**config.mk**
```make
export PLATFORM = sky130hd
export DESIGN_NAME = hhb_serial_ctrl
export DESIGN_NICKNAME = d
export VERILOG_FILES = /design/src/rtl/hhb_pkg.sv /design/src/rtl/hhb_sync_if.sv /design/src/rtl/hhb_pin_sync.sv /design/src/rtl/hhb_serial_ctrl.sv
export SDC_FILE = /design/constraint.sdc
export NUM_CORES = 1
export LEC_CHECK = 0
export ABC_AREA = 1
export BUFFER_PORTS_ARGS = -buffer_cell sky130_fd_sc_hd__buf_2
export CORE_UTILIZATION = 60
export DETAILED_ROUTE_END_ITERATION = 8
export PLACE_DENSITY = 0.81
export SLEW_MARGIN = 20
export SYNTH_ARGS = -nofsm -noshare
export SYNTH_HDL_FRONTEND = slang
export SYNTH_SLANG_ARGS = --single-unit
export TNS_END_PERCENT = 30
```
**constraint.sdc**
```tcl
create_clock -name clk -period 1.86 [get_ports clk]
set_input_delay 0.186 -clock clk [delete_from_list [all_inputs] [get_ports clk]]
set_output_delay 0.186 -clock clk [all_outputs]
set_load 0.02 [all_outputs]
```
**src/rtl/hhb_pkg.sv**
```systemverilog
// Package for the hex half-bridge serial control port.
// Assumes a single 50 MHz system clock domain and a synchronous reset.
package hhb_pkg;
   localparam int WORD_W = 16;
   localparam logic [15:0] CTRL_RESET = 16'he000;
   localparam int BIT_CLEAR   = 0;
   localparam int BIT_SW_LO   = 1;
   localparam int BIT_SW_HI   = 12;
   localparam int BIT_OLCHK_N = 13;
   localparam int BIT_DELAY   = 14;
   localparam int BIT_SOFT_EN = 15;
   localparam int ST_WARN     = 0;
   localparam int ST_SHORT    = 13;
   localparam int ST_ENABLE   = 14;
   localparam int ST_SUPPLY   = 15;
   localparam int SYNC_STAGES = 2;
   localparam logic [3:0] CNT_ZERO = 4'h0;
   localparam logic [15:0] ALL_ONES = 16'hffff;
   typedef enum logic [1:0] {HHB_IDLE, HHB_SHIFT, HHB_APPLY} hhb_state_t;
endpackage

```
**src/rtl/hhb_sync_if.sv**
```systemverilog
// Interface bundling the synchronised serial pins and their edges.
// Driven by the pin synchroniser, read by the control core.
interface hhb_sync_if;
   logic selN;
   logic selFall;
   logic selRise;
   logic sckFall;
   logic sckRise;
   logic din;
   logic enPin;
   modport src (output selN, selFall, selRise, sckFall, sckRise, din, enPin);
   modport dst (input selN, selFall, selRise, sckFall, sckRise, din, enPin);
endinterface

```
**src/rtl/hhb_pin_sync.sv**
```systemverilog
// Two-flop synchronisers for the serial pins and the enable pin, plus
// edge detection on the synchronised chip select and shift clock.
// Assumes all inputs are asynchronous to clk.
module hhb_pin_sync
   import hhb_pkg::*;
(
   input  wire logic clk,
   input  wire logic sys_rst,
   input  wire logic csN,
   input  wire logic sck,
   input  wire logic sdi,
   input  wire logic en,
   hhb_sync_if.src   so
);
   logic [3:0] meta_q, meta_d;
   logic [3:0] sync_q, sync_d;
   logic [1:0] prev_q, prev_d;

   always_comb begin
      meta_d = {en, sdi, sck, csN};
      sync_d = meta_q;
      prev_d = sync_q[1:0];
   end

   // Chip select idles high so reset values avoid a false frame start.
   always_ff @(posedge clk) begin
      if (sys_rst) begin
         meta_q <= 4'h1;
         sync_q <= 4'h1;
         prev_q <= 2'h1;
      end else begin
         meta_q <= meta_d;
         sync_q <= sync_d;
         prev_q <= prev_d;
      end
   end

   assign so.selN    = sync_q[0];
   assign so.selFall = prev_q[0] & ~sync_q[0];
   assign so.selRise = ~prev_q[0] & sync_q[0];
   assign so.sckFall = prev_q[1] & ~sync_q[1];
   assign so.sckRise = ~prev_q[1] & sync_q[1];
   assign so.din     = sync_q[2];
   assign so.enPin   = sync_q[3];
endmodule

```
**src/rtl/hhb_serial_ctrl.sv**
```systemverilog
// Serial control port of a six half-bridge load driver.
// Assumes the host drives chip select, shift clock and data in; the
// analog protection supplies the fault status inputs.
// Functional notes
// - Chip select falling starts a new frame.
// - Control word applied on chip select rising.
// - Input bits sampled on shift clock falling.
// - Data out driven from chip select falling.
// - Data out changes only on clock rising.
// - Data out high impedance while deselected.
// - Status word shifted out LSB first.
// - Clear bit clears supply, short, shutdown flags.
// - Bits one to twelve switch drivers.
// - Bit thirteen low enables open-load checking.
// - Bit fourteen high selects longer short delay.
// - Bit fifteen is software enable.
// - Enable pin low means standby.
// - Fault pin pulled low on heat or overcurrent.
// - Status bits report drivers, short, enable, supply.
// - Shutdown reports all status bits high.
// - Reset control word has bits 15..13 set.
// - Outputs run only when both enables high.
module hhb_serial_ctrl
   import hhb_pkg::*;
(
   input  wire logic        clk,
   input  wire logic        sys_rst,
   input  wire logic        chipSelN,
   input  wire logic        shiftClk,
   input  wire logic        serialIn,
   input  wire logic        enablePin,
   input  wire logic [11:0] driverSense,
   input  wire logic        heatWarning,
   input  wire logic        heatShutdown,
   input  wire logic        overCurrent,
   input  wire logic        shortEvent,
   input  wire logic        supplyLow,
   output logic             serialOut,
   output logic             serialOutEn,
   output logic             faultOut,
   output logic             faultOutEn,
   output logic [11:0]      driverOn,
   output logic             openLoadCheckOn,
   output logic             shortDelayLong,
   output logic             deviceEnabled,
   output logic             statusClear
);
   ////////////////////////////////////////////////////////////////////////
   hhb_sync_if pins ();

   hhb_pin_sync u_sync (
      .clk     (clk),
      .sys_rst (sys_rst),
      .csN     (chipSelN),
      .sck     (shiftClk),
      .sdi     (serialIn),
      .en      (enablePin),
      .so      (pins)
   );

   ////////////////////////////////////////////////////////////////////////
   // Frame state and shift registers.
   hhb_state_t  state_q, state_d;
   logic [15:0] inSr_q, inSr_d;
   logic [15:0] outSr_q, outSr_d;
   logic [15:0] ctrl_q, ctrl_d;
   logic        sdo_q, sdo_d;
   logic        sdoEn_q, sdoEn_d;
   logic        clr_q, clr_d;
   logic [3:0]  bitCnt_q, bitCnt_d;

   // Sticky supply, short and shutdown flags set by the protection, cleared by the clear bit; then the registered outputs.
   logic        supFail_q, supFail_d;
   logic        shortFound_q, shortFound_d;
   logic        shut_q, shut_d;
   logic        fault_q, fault_d;
   logic [11:0] drv_q, drv_d;
   logic        olOn_q, olOn_d;
   logic        dly_q, dly_d;
   logic        en_q, en_d;

   logic [15:0] statusWord;
   logic        bothEn;

   assign bothEn = pins.enPin & ctrl_q[BIT_SOFT_EN];

   // Status word as loaded at the start of each frame.
   always_comb begin
      statusWord = 16'h0000;
      statusWord[ST_WARN] = heatWarning;
      statusWord[BIT_SW_HI:BIT_SW_LO] = driverSense;
      statusWord[ST_SHORT]  = shortFound_q;
      statusWord[ST_ENABLE] = bothEn;
      statusWord[ST_SUPPLY] = supFail_q;
      if (shut_q) begin
         statusWord = ALL_ONES;
      end
   end

   ////////////////////////////////////////////////////////////////////////
   always_comb begin
      state_d  = state_q;
      inSr_d   = inSr_q;
      outSr_d  = outSr_q;
      ctrl_d   = ctrl_q;
      sdo_d    = sdo_q;
      sdoEn_d  = sdoEn_q;
      clr_d    = 1'b0;
      bitCnt_d = bitCnt_q;
      case (state_q)
         HHB_IDLE: begin
            sdoEn_d = 1'b0;
            if (pins.selFall) begin
               state_d  = HHB_SHIFT;
               outSr_d  = statusWord;
               sdo_d    = statusWord[ST_WARN];
               sdoEn_d  = 1'b1;
               bitCnt_d = CNT_ZERO;
            end
         end
         HHB_SHIFT: begin
            if (pins.selRise) begin
               state_d = HHB_APPLY;
               sdoEn_d = 1'b0;
            end else begin
               if (pins.sckFall) begin
                  // Input arrives LSB first, so shift toward bit zero.
                  inSr_d = {pins.din, inSr_q[15:1]};
                  bitCnt_d = 4'(bitCnt_q + 4'h1);
               end
               if (pins.sckRise) begin
                  // First rising edge presents bit one; bit zero shows
                  // from the frame start.
                  outSr_d = {1'b0, outSr_q[15:1]};
                  sdo_d   = outSr_q[1];
               end
            end
         end
         HHB_APPLY: begin
            // A partial frame leaves data misaligned, but a full
            // sixteen-clock frame is expected from the host.
            ctrl_d  = inSr_q;
            clr_d   = inSr_q[BIT_CLEAR];
            state_d = HHB_IDLE;
         end
         default: begin
            state_d = HHB_IDLE;
         end
      endcase
   end

   always_ff @(posedge clk) begin
      if (sys_rst) begin
         state_q  <= HHB_IDLE;
         inSr_q   <= 16'h0000;
         outSr_q  <= 16'h0000;
         ctrl_q   <= CTRL_RESET;
         sdo_q    <= 1'b0;
         sdoEn_q  <= 1'b0;
         clr_q    <= 1'b0;
         bitCnt_q <= CNT_ZERO;
      end else begin
         state_q  <= state_d;
         inSr_q   <= inSr_d;
         outSr_q  <= outSr_d;
         ctrl_q   <= ctrl_d;
         sdo_q    <= sdo_d;
         sdoEn_q  <= sdoEn_d;
         clr_q    <= clr_d;
         bitCnt_q <= bitCnt_d;
      end
   end

   ////////////////////////////////////////////////////////////////////////
   // Flags: a protection event in the clear cycle wins over the clear.
   always_comb begin
      supFail_d    = supFail_q;
      shortFound_d = shortFound_q;
      shut_d       = shut_q;
      if (clr_q) begin
         supFail_d    = 1'b0;
         shortFound_d = 1'b0;
         shut_d       = 1'b0;
      end
      if (supplyLow) begin
         supFail_d = 1'b1;
      end
      if (shortEvent) begin
         shortFound_d = 1'b1;
      end
      if (heatShutdown) begin
         shut_d = 1'b1;
      end
      fault_d = heatShutdown | overCurrent | shut_d;
      drv_d   = bothEn ? ctrl_q[BIT_SW_HI:BIT_SW_LO] : 12'h000;
      olOn_d  = ~ctrl_q[BIT_OLCHK_N];
      dly_d   = ctrl_q[BIT_DELAY];
      en_d    = bothEn;
   end

   always_ff @(posedge clk) begin
      if (sys_rst) begin
         supFail_q    <= 1'b0;
         shortFound_q <= 1'b0;
         shut_q       <= 1'b0;
         fault_q      <= 1'b0;
         drv_q        <= 12'h000;
         olOn_q       <= 1'b0;
         dly_q        <= 1'b1;
         en_q         <= 1'b0;
      end else begin
         supFail_q    <= supFail_d;
         shortFound_q <= shortFound_d;
         shut_q       <= shut_d;
         fault_q      <= fault_d;
         drv_q        <= drv_d;
         olOn_q       <= olOn_d;
         dly_q        <= dly_d;
         en_q         <= en_d;
      end
   end

   ////////////////////////////////////////////////////////////////////////
   assign serialOut       = sdo_q;
   assign serialOutEn     = sdoEn_q;
   assign faultOut        = 1'b0;
   assign faultOutEn      = fault_q;
   assign driverOn        = drv_q;
   assign openLoadCheckOn = olOn_q;
   assign shortDelayLong  = dly_q;
   assign deviceEnabled   = en_q;
   assign statusClear     = clr_q;
endmodule

```
After elaboration in Yosys (flattened, before gate mapping)
Index checks and enable logic that the tools add are counted.
{"block": "totals", "inputBits": 23, "wordCells": 69, "out_inout_bits": 20, "regBits": 82}
{"block": "classes", "mux": 20, "reduce_logical": 10, "bitwise_logic": 15, "n_eq_ne": 6}
{"op": "2-to-1 mux 16 bit", "count": 4}
{"op": "case mux 16 bit (2 select lines)", "count": 1}
{"op": "2-to-1 mux 1 bit", "count": 10}
{"op": "inequality test 2 bit, second input constant", "count": 4}
{"op": "inverter 1 bit", "count": 8}
{"op": "nonzero test 2 bit", "count": 3}
{"op": "AND 1 bit", "count": 5}
{"op": "2-to-1 mux 2 bit", "count": 2}
{"op": "case mux 1 bit (2 select lines)", "count": 2}
{"op": "case mux 2 bit (2 select lines)", "count": 1}
{"op": "AND reduction 2 bit", "count": 2}
{"op": "AND reduction 4 bit", "count": 1}
{"op": "OR reduction 2 bit", "count": 2}
{"op": "AND reduction 3 bit", "count": 1}
{"op": "equality test 2 x 1 -> 1 bit, second input constant", "count": 1}
{"op": "equality test 2 bit, second input constant", "count": 1}
{"op": "logical NOT 2 bit", "count": 1}
{"op": "OR 1 bit", "count": 2}

Logic depth before layout (Yosys ltp)
Gate-level depths: netlist of the first run.
{"block": "logic_depth", "depth_word": 5, "depth_mapped": 10, "ltp_nobuf": 9}

By module
A second synthesis of the first run with hierarchy kept.
{"block": "unflattened", "hier_cells": 405, "area_unflattened_um2": 2961.6}
{"module": "hhb_serial_ctrl", "area_each_um2": 2648.8, "n_inst": 1, "cells_per_inst": 367, "seq_area_each_um2": 1401.3}
{"module": "hhb_pin_sync", "area_each_um2": 312.8, "n_inst": 1, "cells_per_inst": 38, "seq_area_each_um2": 200.2}

Worst setup path before layout of the first run
No wires, ideal clock.
{"block": "synth_timing", "path_kind": "reg2reg", "from": "register state_q[0]", "to": "register inSr_q[2]", "path_stages_with_launch": 7, "required_time_ns": 1.728, "t_arrival_ns": 1.014, "path_slack_ns": 0.714, "setup_ns": 0.132, "synth_period_minus_slack_ns": 1.146, "n_path_buf": 1, "cell_sequence": "dfxtp_1 nand2_4 nor2_8 nand2_2 buf_6 nand2_1 a21oi_1"}
{"block": "synth_between", "elab_chain_cells": 2}
{"item": "from (decl)", "line_no": "hhb_serial_ctrl.sv:63", "source": "hhb_state_t state_q, state_d;"}
{"item": "from (signal assigned)", "line_no": "hhb_serial_ctrl.sv:163", "source": "state_q <= state_d;"}
{"item": "equality test 2 x 1 -> 1 bit", "line_no": "hhb_serial_ctrl.sv:110", "source": "case (state_q)"}
{"item": "AND reduction 3 bit (no source line)"}
{"item": "to (signal assigned)", "line_no": "hhb_serial_ctrl.sv:164", "source": "inSr_q <= inSr_d;"}
{"item": "to (decl)", "line_no": "hhb_serial_ctrl.sv:64", "source": "logic [15:0] inSr_q, inSr_d;"}
Every way passes these cells.
A chain may end at the register's enable or synchronous reset.

Worst setup path in the final report of the first run
{"block": "layout_timing", "from": "register state_q[0]", "to": "register inSr_q[15]"}
Same word-level chain as after synthesis.

==> flow_summary.ini, run 1 <==
[cts]
clock_sinks = 80
numCtsBuffers = 9
tritoncts = done
insertion_delay_ps = 340
clockBufferDepth = 2
cts_htree_levels = 3
post_cts_resized = 0
cts_setup_buffers = 0
cts.root.buffer_cell = clkbuf_8
clk_transition_reported_paths_ps = 70
cts_hold_buffers = 0

[sta]
holdWs_ps = 29.8
max_clock_freq_ghz = 0.693
rsz_0062_raised_after_global_routing = false
finalCritPeriodShare_pct = 77.6
final.setup.tns_ps = 0
period_minus_slack_ps = 1440
fin_skew_ps = 7.48
headroom_to_the_max_slew_limit_pct = 61.5
tightest_slew_ps = 577
setup_violations = 0
total_count_of_max_transition_violations_in_the_final_report = 0
final-hold-violation-count = 0

[setup_path]
worst_ep_arrival_time_ps = 1660
worst-r2r-setup-slack_ps = 420
timing.critical_path.max_delay_family = simple AND/OR/NAND/NOR gates
timing_worst_setup_path_type = register to register
crit_buf_inv = 0
worstSetupEndpointType = register
worst_path_largest_cell_delay_ps = 410
cpMaxStageDelayCell = dfxtp_1
timing.rr.end = inSr_q[15]
timing.critical_path.cells = nand2_4 > nor2_8 > nand2_2 > nand2_1 > a21oi_1
reg2reg_depth = 5
worst-path-max-fanout = 18
worst_setup_path_start_kind = register
cp_data_required_time_ps = 2070
crit_reg_reg_startpoint = state_q[0]

[floorplanning]
io_pins = 43
die-area_um2 = 5300
row_count = 25
placeableCoreArea_um2 = 4790
die_height_um = 72.8
initial_utilization_pct = 62.9
chipWidth_um = 72.8

[grt]
globalRouteTotalUtil_pct = 21.4
grt_start_max_net_pins = 36
first_global_vias = 1989
wire_length_of_the_first_global_routing_pass_um = 8630
grt_antenna_before_repair = 0
grt_overflow_total = 0

[layout]
final_cell_mix = nand2_1, dfxtp_1, nor2_1, inv_1, buf_2
antenna_cells = 0
layout.cells.most_common = nand2_1
num-nets-final = 455
finish.instance_area_um2 = 3400
register_area_um2 = 1600
final_standard_cell_utilization_of_the_core_pct = 71.1
num-fill-cells = 400
multi_input_area_um2 = 1090
layout-drive-gt1-share_pct = 16.9
areaGrowthSynthToFinish_pct = 13.0

[routing]
detailedRoute.firstIterationViolations = 149
drt-pass1-iter-count = 4
avgRoutedWirePerCell_um = 10.5
detail_route.drc_violations = 0
vias_per_cell = 4.83
route.antenna.remaining_nets = 0
postRouteWirelength_um = 5300
route.vias.total = 2432

[synthesis]
synth_cell_type_count = 27
ys_ff_latch = 80
yosys.area_share.simple_pct = 25.4
synth_top_family_by_area = simple AND/OR/NAND/NOR gates
synth_fp_nets = 418
yosysTopAreaCellShare_pct = 53.2
synth_fa_ha_area_share_pct = 0
synth-seq-area-share_pct = 53.2
syn-instance-count = 395
post_synth_instance_area_um2 = 3010
synth.area.top_cells = dfxtp_1, nand2_1, nor2_1, inv_1, a21oi_1
synth_largest_area_cell = dfxtp_1
synth-xor-area-share_pct = 0
synthesis.yosys.warnings = 0
synth_compound_gate_area_share_pct = 10.8
synthMuxAreaShare_pct = 0
post_synth.cell_area_avg_um2 = 7.62

[worst_hold_path]
min_delay_worst_endpoint = u_sync.meta_q[0]
min_delay_path_depth = 2
hold_start = chipSelN
hold_path_class = input port to register

[place]
numPortBuffers = 41
placed_cell_area_um2 = 3200
gpl.final_weighted_congestion = 0.820
dp.final_hpwl_um = 3460

[pwr]
power.static_leakage_nw = 1.53
vdd.ir_drop.worst_mv = 0.547
cellPowerDensity_nw_per_um2 = 967

[outcome]
status = finished, final reports clean

[run]
maxCapViolCount = 0
-- metrics by stage --
step / std cells / setup slack (ps) / power (mW)
after floorplan: 395 / 714 / 2.03
after global placement: 488 / 491 / 2.07
after detailed placement: 488 / 430 / 2.08
after CTS: 504 / 419 / 3.31
after global routing: 504 / 308 / 3.43
final: 504 / 417 / 3.29
-- metal layers --
layer | GRT usage [%] | wire, um
met5 | 0 | 0
met1 | 27.9 | 2560
met3 | 6.22 | 245
met2 | 33.7 | 2450
met4 | 7.84 | 37
-- sequential cells by signal, indices dropped and copies added, names as in the netlist, 2 cells and up --
name	count
outSr_q	16
driverOn	12
ctrl_q	15
u_sync.meta_q	4
u_sync.sync_q	4
u_sync.prev_q	2
inSr_q	16
state_q	2
-- cell type report --
| cell class | instances | share of cell area, % |
|---|---|---|
| Clock buffer | 11 | 4.16 |
| Clock inverter | 5 | 1.66 |
| Timing Repair Buffer | 46 | 7.14 |
| Sequential cell | 80 | 47.1 |
| Inverter | 48 | 5.37 |
| Multi-Input combinational cell | 247 | 32.1 |
| Tap cell | 67 | 2.47 |
-- synthesized netlist by cell type, drive strengths merged --
cell and number:
nor3b 1, clkbuf 6, a21oi 33, o21ai 28
nand3b 1, inv 48, buf 14, conb 1
or2 2, nand2 99, dfxtp 80, nand3 19
nor2 61, o21bai 1, o211ai 1
-- where the power goes --
part           total [mW]  switching (mW)  internal [mW]
clock network        1.25           0.591          0.655
registers            1.79          0.0296           1.76
logic               0.249           0.154         0.0946
-- cells by family after synthesis --
group	Yosys count
buffers and inverters	68
AND/OR/NAND/NOR	183
flip-flops	80
other	1
AO/OA/AOI/OAI	63
-- worst reg2reg max path, cell delays in order, from the launching register on --
cell and delay (ps):
dfxtp_1 410, nand2_4 180, nor2_8 290, nand2_2 250, nand2_1 140, a21oi_1 60
-- how the worst max path moves through the flow --
| stage | endpoint | from | slack (ps) | cells past startpoint |
|---|---|---|---|---|
| 6_report | inSr_q[15] | state_q[0] | 420 | 5 |
| 5_1_grt | inSr_q[0] | state_q[0] | 310 | 5 |
| 4_1_cts | inSr_q[15] | state_q[0] | 420 | 5 |
| 3_5_place_dp | inSr_q[3] | state_q[0] | 430 | 5 |
| 3_3_place_gp | inSr_q[4] | state_q[0] | 490 | 5 |
| 2_1_floorplan | inSr_q[2] | state_q[0] | 710 | 6 |
Note: power is estimated with default switching activity, not from simulation.
==> run 2, diff against run 1 <==
ABC_AREA = 0   (was 1)
CORE_UTILIZATION = 50   (was 60)
PLACE_DENSITY = 0.72   (was 0.81)
clock period = 1.28 ns   (was 1.86 ns; I/O delays follow)
==> run 2 against run 1 <==
  * Largest power group unchanged
  * Fmax rose by 11%
  * Total power grew 48%
  * The run now ends with negative setup slack left
  * Hold slack worse by 23 ps
  * Setup slack got worse by 440 ps
  * Register-to-register slack worse by 440 ps
==> flow_summary.ini, run 2 <==
[cts]
insertion_delay_ps = 350
cts.root.buffer_cell = clkbuf_8
clockBufferDepth = 2
clock_sinks = 80
numCtsBuffers = 9
clk_transition_reported_paths_ps = 80
cts_htree_levels = 3
tritoncts = done

[routing]
drt-pass1-iter-count = 4
detail_route.drc_violations = 0
route.vias.total = 2237
vias_per_cell = 4.99
detailedRoute.firstIterationViolations = 115
route.antenna.remaining_nets = 0
postRouteWirelength_um = 5210
avgRoutedWirePerCell_um = 11.6

[pwr]
vdd.ir_drop.worst_mv = 0.893
cellInternalPower_mw = 3.79
power.total_mw = 4.86
cellPowerDensity_nw_per_um2 = 1360
p_sw_share_pct = 22.1
comb_power_share_pct = 5.8
pwr-share-seq_pct = 52.9
clock_power_share_pct = 41.3
power.static_leakage_nw = 1.39
p_switching_mw = 1.08

[synthesis]
syn-instance-count = 314
synth_fp_nets = 337
synth_largest_area_cell = dfxtp_1
synth.area.top_cells = dfxtp_1, nand2_1, a21oi_1, o211ai_1, or3_1
synth-seq-area-share_pct = 56.4
synth_edf_count = 0
dominantRegCellSynth = dfxtp_1
ys_ff_latch = 80
yosysTopAreaCellShare_pct = 56.4
synth_cell_type_count = 31
synth_common_cells = dfxtp_1, nand2_1, a21oi_1
synthesis.yosys.warnings = 0
synthArstFlopShare_pct = 0
post_synth.cell_area_avg_um2 = 9.04
post_synth_instance_area_um2 = 2840

[worst_hold_path]
hold_path_class = input port to register

[sta]
postLayoutSetupSlackWorst_ps = -19.2
setup_violations = 10
rsz_0062_raised_after_global_routing = true
period_minus_slack_ps = 1300
finalCritPeriodShare_pct = 102
total_count_of_max_transition_violations_in_the_final_report = 0
fin_skew_ps = 7.65
max_clock_freq_ghz = 0.770
final-hold-violation-count = 0
final.setup.tns_ps = -83.2

[place]
numPortBuffers = 41
gpl.final_weighted_congestion = 0.762
placed_cell_area_um2 = 3210
dp.final_hpwl_um = 3320
post-place-ws_ps = -163

[floorplanning]
die_height_um = 77.3
die-area_um2 = 5980
chipWidth_um = 77.3
placeableCoreArea_um2 = 5470
row_count = 27
initial_utilization_pct = 51.9
io_pins = 43

[layout]
layout-drive-gt1-share_pct = 28.2
areaGrowthSynthToFinish_pct = 25.7
finish.instance_area_um2 = 3570
registers_with_the_most_flip_flops = inSr_q (16), outSr_q (16), ctrl_q (15)
final_standard_cell_utilization_of_the_core_pct = 65.2
num-nets-final = 394
num-fill-cells = 471
final_cell_mix = nand2_1, dfxtp_1, a21oi_1, buf_2, buf_4
antenna_cells = 0
layout.cells.most_common = nand2_1

[outcome]
status = complete, but fails checks
violations = negative setup slack

[run]
maxCapViolCount = 0

[setup_path]
worst_setup_path_start_kind = register
timing.critical_path.cells = nor4b_4 > a31o_2 > buf_12 > o211ai_1 > a21oi_1
worst_path_largest_cell_delay_ps = 370
worst-path-max-fanout = 11
worstSetupEndpointType = register
timing_worst_setup_path_type = register to register
cp_data_required_time_ps = 1550
worst_ep_arrival_time_ps = 1570
cpMaxStageDelayCell = dfxtp_4

[grt]
grt_start_max_net_pins = 24
grt_antenna_before_repair = 0
first_global_vias = 1914
grt_overflow_total = 0
wire_length_of_the_first_global_routing_pass_um = 8640
globalRouteTotalUtil_pct = 18.5
## run 2: final timing paths
kind	start	end	slack, ps	cells after the start
max	state_q[0]	outSr_q[7]	-20	5
min	supplyLow	supFail_q	6	3
max reg2reg	state_q[0]	outSr_q[7]	-20	5
min reg2reg	ctrl_q[13]	openLoadCheckOn	420	1
## run 2: what timing repair did
item	in CTS	in global routing
endpoints found under the setup margin	32	32
hold buffers	5	0
resized for setup	7	11
pin swaps	3	6
hold endpoints to repair	5	0
setup buffers	3	0
## run 2: cells by family after synthesis
family	Yosys count	share of synthesized area (%)
AOI/OAI and AO/OA	71	14.8
DFF	80	56.4
other	1	0.132
buffers and inverters	25	4.89
and+or+nand+nor	137	23.7
## run 2: layer usage
metal / vias to the layer above / routed length (um) / global-route usage (%)
met2: 50 / 2330 / 27.8
li1: 1155 / - / -
met3: 7 / 216 / 5.29
met4: 0 / 68 / 9.06
met5: - / 0 / 0
met1: 1025 / 2590 / 24.3
## run 2: cell type report
cell class	count	area [um2]	share of cell area, %
clock inverters	6	92.6	2.59
inverters	2	7.51	0.210
flip-flops and latches	80	1610	45.1
clock buffers	10	128	3.58
well taps	72	90.1	2.52
multi-input cells	209	1150	32.3
repair buffers	69	489	13.7
## run 2: power groups by stage
stage          Sequential (mW)  Combinational, mW  Clock (mW)
2_1_floorplan             2.62              0.167           0
3_3_place_gp              2.63              0.249           0
3_5_place_dp              2.63              0.253           0
4_1_cts                   2.57              0.278        2.05
5_1_grt                   2.58              0.312        2.15
6_report                  2.57              0.282        2.01
## run 2: metrics by stage
step,hold slack (ps),instances
final,6.48,448
after global routing,7.82,448
after CTS,4.28,448
after detailed placement,316,424
after global placement,319,424
after floorplan,232,314
## run 2: critical path: cells and delay by family (launching register included)
kind,cells,cell delay (ps)
buffers and inverters,1,130
and+or+nand+nor,1,310
DFF,1,370
AOI/OAI and AO/OA,3,430
==> run 3, diff against run 2 <==
CORE_UTILIZATION = 52   (was 50)
CTS_BUF_LIST = sky130_fd_sc_hd__clkbuf_8   (was unset)
PLACE_DENSITY = 0.75   (was 0.72)
clock period = 1.1 ns   (was 1.28 ns; I/O delays follow)
==> run 3 against run 2 <==
  * The run still ends with negative setup slack left
  * Clock-buffer cell count is 1 lower
  * Combinational power rose by 33%
  * Utilization grew 6.3 points
  * Critical endpoint is now outSr_q[3]
  * Total power is 17% higher
  * Clock power is 16% higher
  * Largest cell class unchanged
  * Sequential power grew 16%
  * Sequential share of layout area decreased by 1.5 points
==> flow_summary.ini, run 3 (synthesis gave the netlist of run 2 again) <==
[routing]
vias_per_cell = 5.08
route.vias.total = 2308
avgRoutedWirePerCell_um = 12.7
detailedRoute.firstIterationViolations = 156
drt-pass1-iter-count = 4
route.antenna.remaining_nets = 0
postRouteWirelength_um = 5770
detail_route.drc_violations = 0

[cts]
numCtsBuffers = 9
clockBufferDepth = 2
cts_htree_levels = 3
cts.root.buffer_cell = clkbuf_8
clock_sinks = 80
tritoncts = done
clk_transition_reported_paths_ps = 80
insertion_delay_ps = 350

[sta]
holdWs_ps = 135
total_count_of_max_transition_violations_in_the_final_report = 0
finalCritPeriodShare_pct = 120
rsz_0062_raised_after_global_routing = true
fin_skew_ps = 9.55
final.setup.tns_ps = -6630
final-hold-violation-count = 0
postLayoutSetupSlackWorst_ps = -224
max_clock_freq_ghz = 0.755
period_minus_slack_ps = 1320
setup_violations = 37

[setup_path]
crit_reg_reg_startpoint = state_q[1]
worst_setup_path_start_kind = register
timing.critical_path.cells = buf_6 > or2b_1 > buf_6 > o211ai_1 > a21oi_2
cpMostUsedCell = buf_6
worst_path_largest_cell_delay_ps = 370
worstSetupEndpointType = register
timing_worst_setup_path_type = register to register
cpMaxStageDelayCell = dfxtp_4
timing.rr.end = outSr_q[3]
cp_data_required_time_ps = 1340
worst-r2r-setup-slack_ps = -220
reg2reg_depth = 5
worst_ep_arrival_time_ps = 1560
worst-path-max-fanout = 11

[pwr]
power.total_mw = 5.70
power.static_leakage_nw = 1.46
cellPowerDensity_nw_per_um2 = 1540
pwr-share-seq_pct = 52.5
cellInternalPower_mw = 4.42
clock_power_share_pct = 41.0
p_switching_mw = 1.28
p_sw_share_pct = 22.5
vdd.ir_drop.worst_mv = 0.839
comb_power_share_pct = 6.6

[place]
post-place-ws_ps = -302
gpl.final_weighted_congestion = 0.817
dp.final_hpwl_um = 3480
post-place-cells = 427
placed_cell_area_um2 = 3250
numPortBuffers = 41

[layout]
registers_with_the_most_flip_flops = inSr_q (16), outSr_q (16), ctrl_q (15)
num-nets-final = 402
layout.cells.most_common = nand2_1
fin_cells = 454
finish.instance_area_um2 = 3700
areaGrowthSynthToFinish_pct = 30.4
final_standard_cell_utilization_of_the_core_pct = 71.6
final_cell_mix = nand2_1, dfxtp_1, buf_2, a21oi_1, buf_4
antenna_cells = 0
layout-drive-gt1-share_pct = 30.5

[grt]
grt_start_max_net_pins = 24
grt_antenna_before_repair = 0
wire_length_of_the_first_global_routing_pass_um = 9400
grt_overflow_total = 0
first_global_vias = 2160
globalRouteTotalUtil_pct = 22.1

[floorplanning]
row_count = 26
io_pins = 43
chipWidth_um = 75.9
placeableCoreArea_um2 = 5170
die_height_um = 75.9
die-area_um2 = 5760
initial_utilization_pct = 54.9

[worst_hold_path]
hold_start = driverSense[6]
min_delay_worst_endpoint = outSr_q[7]
min_delay_path_depth = 4
hold_path_class = input port to register

[outcome]
status = complete, but fails checks
violations = negative setup slack

[run]
maxCapViolCount = 0
run 3: worst max path at each step:
stage,from,end,cells after the start
after floorplan,state_q[0],outSr_q[10],6
after global placement,state_q[0],inSr_q[6],6
after detailed placement,u_sync.sync_q[0],outSr_q[1],5
after CTS,state_q[0],outSr_q[6],6
after global routing,state_q[0],inSr_q[0],6
final,state_q[1],outSr_q[3],5
run 3: cell type report:
class / instances / area (um2)
Multi-Input combinational cell: 209 / 1190
Inverter: 2 / 7.51
Clock inverter: 7 / 93.8
Sequential cell: 80 / 1610
Tap cell: 70 / 87.6
Clock buffer: 9 / 124
Fill cell: 377 / 1470
Timing Repair Buffer: 77 / 586
run 3: worst max-delay path: cells and delay by family, from the launching register on:
kind | cells | cell delay (ps)
flip-flops | 1 | 370
AND/OR/NAND/NOR | 1 | 260
AO/OA/AOI/OAI | 2 | 290
buffers and inverters | 2 | 300
run 3: power groups by stage:
| stage | combinational (mW) | clock (mW) | sequential (mW) |
|---|---|---|---|
| 6_report | 0.375 | 2.33 | 2.99 |
| 5_1_grt | 0.411 | 2.47 | 3.00 |
| 4_1_cts | 0.352 | 2.36 | 2.99 |
| 3_5_place_dp | 0.313 | 0 | 3.05 |
| 3_3_place_gp | 0.305 | 0 | 3.05 |
| 2_1_floorplan | 0.194 | 0 | 3.05 |
run 3: layer usage:
metal | global-route usage, % | vias up | part of all wire (%)
li1 | - | 1172 | -
met1 | 27.3 | 1066 | 46
met2 | 36.0 | 57 | 48
met3 | 4.63 | 13 | 4.0
met4 | 12.3 | 0 | 2.0
met5 | 0 | - | 0
run 3: what timing repair did:
item,in CTS,in global routing
pin swaps,3,1
endpoints found under the setup margin,47,49
buffers inserted,2,0
hold buffers,8,0
endpoints found under the hold margin,8,0
resized for setup,14,17
cloned,0,1
